## config.mk

```make
export PLATFORM = sky130hd
export DESIGN_NAME = slave_application_state_machine
export DESIGN_NICKNAME = d
export VERILOG_FILES = /design/src/slave_sm_pkg.sv /design/src/slave_sm_if.sv /design/src/slave_application_state_machine.sv /design/src/state_transition_check.sv /design/src/output_substitute.sv
export SDC_FILE = /design/constraint.sdc
export NUM_CORES = 1
export LEC_CHECK = 0
export ABC_AREA = 1
export ABC_CLOCK_PERIOD_IN_PS = 2500
export BUFFER_PORTS_ARGS = -buffer_cell sky130_fd_sc_hd__buf_2
export CORE_MARGIN = 1.5
export CORE_UTILIZATION = 45
export CTS_BUF_LIST = sky130_fd_sc_hd__clkbuf_8
export DETAILED_ROUTE_END_ITERATION = 8
export PLACE_DENSITY = 0.74
export SYNTH_ARGS = -nofsm -noshare
export SYNTH_HDL_FRONTEND = slang
export SYNTH_SLANG_ARGS = --single-unit
```

## constraint.sdc

```tcl
create_clock -name clk -period 2.5 [get_ports clk]
set_clock_uncertainty 0.15 [all_clocks]
set_input_delay 0.5 -clock clk [delete_from_list [all_inputs] [get_ports clk]]
set_output_delay 0.5 -clock clk [all_outputs]
set_load 0.01 [all_outputs]
```

## src/slave_sm_pkg.sv

```systemverilog
// Constants and types shared by the slave state machine design
package slave_sm_pkg;

    // Register port geometry
    localparam int ADDR_W = 16;
    localparam int DATA_W = 16;
    localparam int DOUT_W = 16;

    // Register offsets
    localparam logic [15:0] OFF_STATE_REQUEST    = 16'h0120;
    localparam logic [15:0] OFF_STATE_REPORT     = 16'h0130;
    localparam logic [15:0] OFF_STATE_ERROR_CODE = 16'h0134;

    // Field positions in request and report registers
    localparam int STATE_LSB = 0;
    localparam int STATE_MSB = 3;
    localparam int FLAG_BIT  = 4;

    // Slave state encodings
    typedef enum logic [3:0] {
        ST_INIT   = 4'b0001,
        ST_PREOP  = 4'b0010,
        ST_BOOT   = 4'b0011,
        ST_SAFEOP = 4'b0100,
        ST_OP     = 4'b1000
    } slave_state_t;

    // Error codes
    localparam logic [15:0] ERR_NONE        = 16'h0000;
    localparam logic [15:0] ERR_BAD_CHANGE  = 16'h0011;
    localparam logic [15:0] ERR_UNKNOWN     = 16'h0012;
    localparam logic [15:0] ERR_MBX_BOOT    = 16'h0015;
    localparam logic [15:0] ERR_MBX_PREOP   = 16'h0016;
    localparam logic [15:0] ERR_SM_CONFIG   = 16'h0017;

    // Substitute value modes
    localparam logic [7:0] SAFE_ZERO    = 8'h00;
    localparam logic [7:0] SAFE_ONES    = 8'h01;
    localparam logic [7:0] SAFE_HOLD    = 8'h02;
    localparam logic [7:0] SAFE_PATTERN = 8'h03;

    localparam logic [15:0] WORD_ZERO = 16'h0000;
    localparam logic [15:0] WORD_ONES = 16'hffff;

    function automatic logic is_known_state(input logic [3:0] s);
        return (s == ST_INIT) || (s == ST_PREOP) || (s == ST_BOOT) ||
               (s == ST_SAFEOP) || (s == ST_OP);
    endfunction

endpackage

```

## src/slave_sm_if.sv

```systemverilog
// Carriers between the top module and its two helpers
`timescale 1ns/1ps
`default_nettype none

interface check_if;
    logic [3:0]  cur_state;
    logic [3:0]  req_state;
    logic        mbx_ok;
    logic        sm_ok;
    logic        ok;
    logic [15:0] code;
    modport top (output cur_state, req_state, mbx_ok, sm_ok,
                 input ok, code);
    modport chk (input cur_state, req_state, mbx_ok, sm_ok,
                 output ok, code);
endinterface

interface subst_if;
    logic        cfg_wr;
    logic [7:0]  cfg_mode;
    logic [15:0] cfg_pattern;
    logic        preop;
    logic        operational;
    logic [15:0] pdo;
    logic [15:0] dout;
    modport top (output cfg_wr, cfg_mode, cfg_pattern, preop,
                 operational, pdo, input dout);
    modport sub (input cfg_wr, cfg_mode, cfg_pattern, preop,
                 operational, pdo, output dout);
endinterface

`default_nettype wire

```

## src/slave_application_state_machine.sv

```systemverilog
// Top of the slave application state machine with its register port
`timescale 1ns/1ps
`default_nettype none

// Contract
// - Request register write starts a transition
// - Request bits 3:0 hold requested state
// - Request bit 4 one clears change flag
// - Report bits 3:0 show current state
// - Report bit 4 flags a refused request
// - Error code register holds last cause
// - Refused transition sets flag and code
// - Illegal state pairs refused with 0x0011
// - Init to bootstrap, bad mailbox: 0x0015
// - Init to preop, bad mailbox: 0x0016
// - Bad sync manager setup refused: 0x0017
// - Non-operational states drive substitute outputs
// - Substitute setup changes only in preop
module slave_application_state_machine
    import slave_sm_pkg::*;
(
    // Clock and reset
    input  wire logic              clk,
    input  wire logic              reset,
    // Register port
    input  wire logic [ADDR_W-1:0] reg_addr,
    input  wire logic              reg_wr,
    input  wire logic              reg_rd,
    input  wire logic [DATA_W-1:0] reg_wdata,
    output var  logic [DATA_W-1:0] reg_rdata,
    output var  logic              reg_rvalid,
    output var  logic              reg_miss,
    // Configuration status from the slave controller
    input  wire logic              mbx_cfg_valid,
    input  wire logic              sm_cfg_valid,
    // Substitute value configuration
    input  wire logic              cfg_wr,
    input  wire logic [7:0]        cfg_mode,
    input  wire logic [DOUT_W-1:0] cfg_pattern,
    output var  logic              cfg_refused,
    // Process data and outputs
    input  wire logic [DOUT_W-1:0] pdo_out_data,
    output var  logic [DOUT_W-1:0] digital_out,
    output var  logic [3:0]        slave_state,
    output var  logic              state_error
);

    check_if ci ();
    subst_if si ();

    slave_state_t state_q;
    logic         flag_q;
    logic [15:0]  code_q;
    logic [4:0]   request_q;
    logic [15:0]  rdata_q;
    logic         rvalid_q;
    logic         miss_q;
    logic         cfg_refused_q;

    logic         req_write;
    logic         ack_clear;
    logic         refused;
    logic [3:0]   req_state;

    // Register decode for the read path; writes match the request offset directly
    function automatic logic is_mapped(input logic [ADDR_W-1:0] a);
        return (a == OFF_STATE_REQUEST) || (a == OFF_STATE_REPORT) ||
               (a == OFF_STATE_ERROR_CODE);
    endfunction

    function automatic logic [DATA_W-1:0] read_word(
        input logic [ADDR_W-1:0] a);
        logic [DATA_W-1:0] w;
        w = WORD_ZERO;
        if (a == OFF_STATE_REQUEST) begin
            w[FLAG_BIT:STATE_LSB] = request_q;
        end else if (a == OFF_STATE_REPORT) begin
            w[STATE_MSB:STATE_LSB] = state_q;
            w[FLAG_BIT]            = flag_q;
        end else if (a == OFF_STATE_ERROR_CODE) begin
            w = code_q;
        end
        return w;
    endfunction

    // Request decode
    always_comb begin
        req_write = reg_wr && (reg_addr == OFF_STATE_REQUEST);
        req_state = reg_wdata[STATE_MSB:STATE_LSB];
        ack_clear = req_write && reg_wdata[FLAG_BIT];
        refused   = req_write && !ci.ok;
    end

    // Transition judge
    always_comb begin
        ci.cur_state = state_q;
        ci.req_state = req_state;
        ci.mbx_ok    = mbx_cfg_valid;
        ci.sm_ok     = sm_cfg_valid;
    end

    state_transition_check u_check (
        .ci (ci.chk)
    );

    // Stored request; reserved bits are dropped and read back as zero
    always_ff @(posedge clk or posedge reset) begin
        if (reset) begin
            request_q <= {1'b0, ST_INIT};
        end else if (req_write) begin
            request_q <= reg_wdata[FLAG_BIT:STATE_LSB];
        end
    end

    // Slave state; a refused request leaves the state untouched
    always_ff @(posedge clk or posedge reset) begin
        if (reset) begin
            state_q <= ST_INIT;
        end else if (req_write && ci.ok) begin
            state_q <= slave_state_t'(req_state);
        end
    end

    // Change flag: a new refusal wins over an acknowledge in the
    // same write, so the master never loses an error report
    always_ff @(posedge clk or posedge reset) begin
        if (reset) begin
            flag_q <= 1'b0;
        end else if (refused) begin
            flag_q <= 1'b1;
        end else if (ack_clear) begin
            flag_q <= 1'b0;
        end
    end

    // Error code keeps the most recent cause until the next refusal
    always_ff @(posedge clk or posedge reset) begin
        if (reset) begin
            code_q <= ERR_NONE;
        end else if (refused) begin
            code_q <= ci.code;
        end
    end

    // Register reads answer one cycle later; unmapped ones read zero
    always_ff @(posedge clk or posedge reset) begin
        if (reset) begin
            rdata_q  <= WORD_ZERO;
            rvalid_q <= 1'b0;
        end else begin
            rvalid_q <= reg_rd;
            if (reg_rd) begin
                rdata_q <= read_word(reg_addr);
            end
        end
    end

    // Access to an unmapped address, including writes to read-only
    // registers, is flagged for one cycle and otherwise ignored
    always_ff @(posedge clk or posedge reset) begin
        if (reset) begin
            miss_q <= 1'b0;
        end else begin
            miss_q <= (reg_rd && !is_mapped(reg_addr)) ||
                      (reg_wr && reg_addr != OFF_STATE_REQUEST);
        end
    end

    // Substitute configuration attempts outside preop are reported
    always_ff @(posedge clk or posedge reset) begin
        if (reset) begin
            cfg_refused_q <= 1'b0;
        end else begin
            cfg_refused_q <= cfg_wr && (state_q != ST_PREOP);
        end
    end

    // Output stage
    always_comb begin
        si.cfg_wr      = cfg_wr;
        si.cfg_mode    = cfg_mode;
        si.cfg_pattern = cfg_pattern;
        si.preop       = (state_q == ST_PREOP);
        si.operational = (state_q == ST_OP);
        si.pdo         = pdo_out_data;
    end

    output_substitute u_subst (
        .clk   (clk),
        .reset (reset),
        .si    (si.sub)
    );

    assign reg_rdata   = rdata_q;
    assign reg_rvalid  = rvalid_q;
    assign reg_miss    = miss_q;
    assign cfg_refused = cfg_refused_q;
    assign digital_out = si.dout;
    assign slave_state = state_q;
    assign state_error = flag_q;

endmodule

`default_nettype wire

```

## src/state_transition_check.sv

```systemverilog
// Judges a requested state change and names the refusal cause
`timescale 1ns/1ps
`default_nettype none

module state_transition_check
    import slave_sm_pkg::*;
(
    check_if.chk ci
);

    logic cur_i;
    logic cur_p;
    logic cur_s;
    logic cur_o;
    logic cur_b;
    logic bad_change;

    always_comb begin
        cur_i = (ci.cur_state == ST_INIT);
        cur_p = (ci.cur_state == ST_PREOP);
        cur_s = (ci.cur_state == ST_SAFEOP);
        cur_o = (ci.cur_state == ST_OP);
        cur_b = (ci.cur_state == ST_BOOT);
        // Bootstrap may only be left towards Init
        bad_change =
            (cur_i && (ci.req_state == ST_SAFEOP || ci.req_state == ST_OP))
            || (cur_p && (ci.req_state == ST_OP || ci.req_state == ST_BOOT))
            || ((cur_s || cur_o) && ci.req_state == ST_BOOT)
            || (cur_b && ci.req_state != ST_INIT);
    end

    always_comb begin
        ci.ok   = 1'b0;
        ci.code = ERR_NONE;
        if (!is_known_state(ci.req_state)) begin
            ci.code = ERR_UNKNOWN;
        end else if (ci.req_state == ci.cur_state) begin
            ci.ok = 1'b1;
        end else if (bad_change) begin
            ci.code = ERR_BAD_CHANGE;
        end else if (cur_i && ci.req_state == ST_BOOT && !ci.mbx_ok) begin
            ci.code = ERR_MBX_BOOT;
        end else if (cur_i && ci.req_state == ST_PREOP && !ci.mbx_ok) begin
            ci.code = ERR_MBX_PREOP;
        end else if (((cur_p && ci.req_state == ST_SAFEOP) ||
                      (cur_s && ci.req_state == ST_OP)) && !ci.sm_ok) begin
            ci.code = ERR_SM_CONFIG;
        end else begin
            ci.ok = 1'b1;
        end
    end

endmodule

`default_nettype wire

```

## src/output_substitute.sv

```systemverilog
// Drives the digital outputs, substituting values outside operational
`timescale 1ns/1ps
`default_nettype none

module output_substitute
    import slave_sm_pkg::*;
(
    input  wire logic clk,
    input  wire logic reset,
    subst_if.sub      si
);

    logic [7:0]  mode_q;
    logic [15:0] pattern_q;
    logic [15:0] dout_q;

    // Configuration is frozen outside pre-operational
    always_ff @(posedge clk or posedge reset) begin
        if (reset) begin
            mode_q    <= SAFE_ZERO;
            pattern_q <= WORD_ZERO;
        end else if (si.cfg_wr && si.preop) begin
            mode_q    <= si.cfg_mode;
            pattern_q <= si.cfg_pattern;
        end
    end

    // Unknown mode codes fall back to all-zero, the safest level
    always_ff @(posedge clk or posedge reset) begin
        if (reset) begin
            dout_q <= WORD_ZERO;
        end else if (si.operational) begin
            dout_q <= si.pdo;
        end else begin
            unique case (mode_q)
                SAFE_ONES:    dout_q <= WORD_ONES;
                SAFE_HOLD:    dout_q <= dout_q;
                SAFE_PATTERN: dout_q <= pattern_q;
                default:      dout_q <= WORD_ZERO;
            endcase
        end
    end

    assign si.dout = dout_q;

endmodule

`default_nettype wire

```

# Word-level counts from Yosys, hierarchy flattened
# Index checks and enable logic that the tools add are counted.
# op_classes
eq_ne,21
muxes,21
reduce_logical,38
# op_table
cell,n
16-bit two-way mux,7
"16-bit by 9-bit == test with 1-bit output, second input constant",3
16-bit case mux with 3 select lines,1
11-bit two-way mux,2
1-bit logical AND,19
"4-bit by 2-bit == test with 1-bit output, second input constant",4
"8-bit by 2-bit == test with 1-bit output, second input constant",2
"16-bit by 9-bit != test with 1-bit output, second input constant",1
5-bit two-way mux,3
1-bit logical OR,14
"4-bit by 1-bit == test with 1-bit output, second input constant",2
"4-bit by 3-bit == test with 1-bit output, second input constant",2
"4-bit == test, second input constant",2
"8-bit by 1-bit == test with 1-bit output, second input constant",1
1-bit two-way mux,8
4-bit == test,1
1-bit zero test,4
"4-bit by 1-bit != test with 1-bit output, second input constant",1
"4-bit by 2-bit != test with 1-bit output, second input constant",1
"2-bit != test, second input constant",1
2-bit nonzero test,1
# word_totals
register_bits,85
input_bits,79
output_inout_bits,40
wordCells,91

# Logic depth before layout (Yosys ltp)
# depth
word_depth,13
ltp_mapped,14
mapped_depth_nobuf,13

# Modules after synthesis
# Synthesis repeated with hierarchy kept, for this count alone.
# hier_totals
cells_unflattened,522
area_unflattened_um2,4356.7
# modules_own_cells
module,n_inst,cells_per_inst,area_each_um2
slave_application_state_machine,1,229,1999.4
output_substitute,1,204,1924.3
state_transition_check,1,89,432.9

# Worst setup path before layout
# Ideal clock, no wire load.
# synth_timing
kind,input port to flip-flop
startpoint,input port reg_wdata[0]
endpoint,register code_q[1]
setup_time_ps,117
t_arrival_ps,1542
slack_ps,691
stages,13
cell_sequence,buf_4 -> nor2_1 -> nand2_1 -> nand2_1 -> nand2_1 -> nand2_1 -> inv_1 -> nand2_2 -> o21bai_4 -> nand2_4 -> nand2_4 -> nand2_1 -> nand2_1
# synth_between
elab_chain_len,12
# synth_rtl
element,line,source
from (decl),slave_application_state_machine.sv:29,"input wire logic [DATA_W-1:0] reg_wdata,"
4-bit by 3-bit == test with 1-bit output / 4-bit == test (equally long branches),-,
"1-bit logical AND, on equally long branches","state_transition_check.sv:45, state_transition_check.sv:46",
1-bit logical OR,state_transition_check.sv:45,end else if (((cur_p && ci.req_state == ST_SAFEOP) ||
1-bit logical AND,state_transition_check.sv:46,(cur_s && ci.req_state == ST_OP)) && !ci.sm_ok) begin
1-bit two-way mux,state_transition_check.sv:45,
1-bit two-way mux,state_transition_check.sv:43,end else if (cur_i && ci.req_state == ST_PREOP && !ci.mbx_ok) begin
1-bit two-way mux,state_transition_check.sv:41,end else if (cur_i && ci.req_state == ST_BOOT && !ci.mbx_ok) begin
1-bit two-way mux,state_transition_check.sv:39,end else if (bad_change) begin
1-bit two-way mux,state_transition_check.sv:37,end else if (ci.req_state == ci.cur_state) begin
1-bit two-way mux,state_transition_check.sv:35,if (!is_known_state(ci.req_state)) begin
1-bit zero test,slave_application_state_machine.sv:91,refused = req_write && !ci.ok;
1-bit logical AND,slave_application_state_machine.sv:91,
to (signal assigned),slave_application_state_machine.sv:141,code_q <= ci.code;
to (decl),slave_application_state_machine.sv:53,logic [15:0] code_q;
# Several ways; a longest one is shown, not always the timed one.
# A chain may end at the register's enable or synchronous reset.

# Worst setup path after layout
# layout_timing
startpoint,register u_subst.mode_q[7]
endpoint,"register u_subst.dout_q[10], in the netlist u_subst.si.dout[10]"
# layout_between
elab_chain_len,3
# layout_rtl
element,line,source
from (decl),output_substitute.sv:13,logic [7:0] mode_q;
from (signal assigned),output_substitute.sv:23,mode_q <= si.cfg_mode;
8-bit by 2-bit == test with 1-bit output / 8-bit by 1-bit == test with 1-bit output (equally long branches),output_substitute.sv:35,unique case (mode_q)
16-bit case mux with 3 select lines,output_substitute.sv:35,
16-bit two-way mux,output_substitute.sv:32,end else if (si.operational) begin
to (signal assigned),output_substitute.sv:33,dout_q <= si.pdo;
to (signal assigned),output_substitute.sv:37,SAFE_HOLD: dout_q <= dout_q;
to (signal assigned),output_substitute.sv:38,SAFE_PATTERN: dout_q <= pattern_q;
to (decl),output_substitute.sv:15,logic [15:0] dout_q;
# Several ways; a longest one is shown, not always the timed one.

==> reports/metrics.json <==
{
  "finish": {
    "finalNonFillerCells": 585,
    "finish.net_count": 563,
    "final_util_pct": 58.1,
    "area.growth.synth_to_final_pct": 23.8,
    "drive_above_1_share_pct": 32.3,
    "antenna_diode_count": 0
  },
  "floorplan": {
    "core_area_um2": 6830,
    "floorplan.initialDensity_pct": 46.9,
    "num_rows": 30,
    "die_w_um": 87.4,
    "boundaryPins": 119,
    "floorplan.die.height_um": 87.4,
    "design.die.area_um2": 7640
  },
  "sta": {
    "rsz0062_at_grt": "no",
    "final_period_minus_worst_setup_slack_ns": 2.13,
    "setup-tns-final_ns": 0,
    "setup_violations": 0,
    "worst_hold_slack_ns": 0.103,
    "max_slew_margin_pct": 15.3,
    "max_slew.worst_pin.slew_ns": 1.26,
    "post-route-worst-setup-slack_ns": 0.370,
    "finalCritPeriodShare_pct": 85.2,
    "final_hold_viol_count": 0,
    "max_freq_mhz": 469,
    "drv_slew": 0
  },
  "place": {
    "placedCellCount": 569,
    "dpl_worst_slack_ns": 0.417,
    "dpl.hpwl_um": 5510,
    "numPortBuffers": 96,
    "gp_congestion": 0.831
  },
  "clock_network": {
    "tritoncts_clock_tree": "done",
    "clock_insertion_delay_worst_skew_ns": 0.34,
    "clk_root_buffer_cell": "clkbuf_8",
    "post_cts_resized": 0,
    "clkTransAtPathRegs_ns": 0.07,
    "htreeDepth": 3,
    "cts_made_buffers": 9,
    "cts_sinks": 62,
    "cts_hold_buffers": 0,
    "clock_tree.buffer_depth": 2,
    "postCtsSetupBuffers": 0
  },
  "yosys": {
    "synth_adder_area_share_pct": 0,
    "synth.cell_area_um2": 3210,
    "synthMuxAreaShare_pct": 6.67,
    "syn-instance-count": 382,
    "synth.area.top_cells": "dfrtp_1, nand2_1, inv_1",
    "synth.lib_cells_used.distinct": 31,
    "synth_seq_area_share_pct": 48.5,
    "ys_seq_elements": 62,
    "ys_warn_count": 0,
    "netlist.area_leader.share_pct": 46.8,
    "synth_top_cell_by_area": "dfrtp_1",
    "synth_compound_area_share_pct": 11.1,
    "syn_avg_cell_area_um2": 8.39,
    "synth_xor_xnor_area_share_pct": 0.546,
    "synth_top_family_by_area": "simple AND/OR/NAND/NOR gates",
    "yosys.area_share.simple_pct": 21.9
  },
  "worst_setup_path": {
    "worst-setup-path-type": "flip-flop to flip-flop",
    "cp.required_ns": 2.60,
    "crit_slowest_cell": "o21ai_1",
    "path_max_fanout": 16,
    "crit_path_max_incr_delay_ns": 1.02,
    "path_delay_family": "compound AO/OA/AOI/OAI gates",
    "cp-start-kind": "flip-flop",
    "cp_data_arrival_time_ns": 2.23,
    "worst-path-buf-inv": 1,
    "end_kind": "flip-flop",
    "crit_chain": "inv_1 -> nand4_1 -> o21ai_1 -> a21oi_1 -> o22ai_1"
  },
  "global_route": {
    "grt_use_total_pct": 20.7,
    "global_route_wire_length_before_repair_um": 12300,
    "grt_start_max_net_pins": 34,
    "grt_antenna_before_repair": 0,
    "grt_overflow_total": 0,
    "number_of_global_route_vias_before_repair": 2740
  },
  "drt": {
    "drc": 0,
    "drt_first_iter_violations": 140,
    "detail_route.wl_per_cell_um": 12.6,
    "drtAntennaViolNets": 0,
    "via_count": 2805,
    "routed_wl_um": 7360,
    "detail_route.first_pass.iterations": 4,
    "vias_per_cell": 4.79
  },
  "pwr": {
    "irDropWorstVdd_mv": 0.342,
    "power_density_nw_per_um2": 524,
    "power.static_leakage_nw": 2.09
  },
  "job": {
    "max_cap_violation_count": 0
  },
  "status": {
    "run_status": "completed"
  },
  "worst_hold_path": {
    "min_path_type": "input port to async pin"
  }
}
==> Yosys cell counts, drive strengths merged <==
cell	count
buf	17
xor2	2
nand3	17
nand2	78
clkbuf	3
nor3	6
o21ai	18
inv	62
nor4	1
mux2	19
o22ai	17
nand4	11
dfrtp	60
nor2	44
o221ai	1
a21oi	17
o21bai	1
conb	1
o31ai	1
o211ai	4
dfstp	2
==> cells in the final DEF, fill, tap and decap left out, types with 3 or more instances in the layout <==
cell,instances
a21oi_1,16
buf_2,96
buf_4,4
clkbuf_8,9
conb_1,11
dfrtp_1,60
inv_1,58
inv_2,4
mux2_2,19
nand2_1,72
nand2_2,3
nand2_4,3
nand3_1,16
nand4_1,11
nor2_1,41
nor2_2,3
nor3_1,4
o211ai_1,3
o21ai_0,14
o21ai_1,4
o22ai_1,17
==> per-layer routing <==
layer / GRT usage [%] / routed length, µm / up-vias
li1: - / - / 1429
met1: 25.8 / 3330 / 1299
met2: 35.2 / 3580 / 67
met3: 5.40 / 365 / 10
met4: 6.20 / 88 / 0
met5: 0 / 0 / -
==> layout make-up <==
| type | instances | area (µm²) |
|---|---|---|
| Timing Repair Buffer | 101 | 531 |
| Inverter | 62 | 233 |
| Tap cell | 96 | 120 |
| Fill cell | 667 | 2860 |
| Clock inverter | 7 | 73.8 |
| Clock buffer | 9 | 124 |
| Multi-Input combinational cell | 248 | 1340 |
| Sequential cell | 62 | 1550 |
==> stage by stage <==
stage	cell area (µm²)	power [W]
floorplan	3240	0.00115
global placement	3770	0.00122
detailed placement	3770	0.00122
CTS	3970	0.00210
global route	3970	0.00217
finish	3970	0.00208
==> cell families (layout without fill, tap and decap cells) <==
group	Yosys count	in the layout
flops	62	62
buf+inv	82	179
mux	19	19
xor+xnor	2	2
compound gates	59	59
simple gates	157	157
other cells	1	11
==> final timing paths <==
kind	startpoint	end	slack [ns]	cells after the start
worst max-delay path	u_subst.mode_q[7]$_DFFE_PP0P_	u_subst.si.dout[10]$_DFFE_PP0P_	0.37	5
worst min-delay path	reset	state_error$_DFFE_PP0P_	0.10	2
worst max register to register	u_subst.mode_q[7]$_DFFE_PP0P_	u_subst.si.dout[10]$_DFFE_PP0P_	0.37	5
worst min register to register	code_q[4]$_DFFE_PP0P_	code_q[4]$_DFFE_PP0P_	0.31	2
max in group asynchronous	reset	u_subst.si.dout[0]$_DFFE_PP0P_	1.49	3
min in group clk	cfg_mode[5]	u_subst.mode_q[5]$_DFFE_PP0P_	0.23	3
==> sequential cells by signal, summed over array words and instances, names as in the netlist <==
| register | count |
|---|---|
| request_q | 5 |
| code_q | 4 |
| u_subst.si.dout | 16 |
| reg_miss | 1 |
| reg_rvalid | 1 |
| cfg_refused | 1 |
| slave_state | 4 |
| u_subst.mode_q | 8 |
| state_error | 1 |
| reg_rdata | 5 |
| u_subst.pattern_q | 16 |
==> report_power, final <==
group          switching, W  total, W  internal (W)  leakage, nW
clock network      0.000413  0.000876      0.000463       0.0996
logic             0.0000966  0.000167     0.0000704         1.19
registers         0.0000106   0.00104       0.00103        0.797
total              0.000520   0.00208       0.00156         2.09
Note: power is estimated with default switching activity, not from simulation.
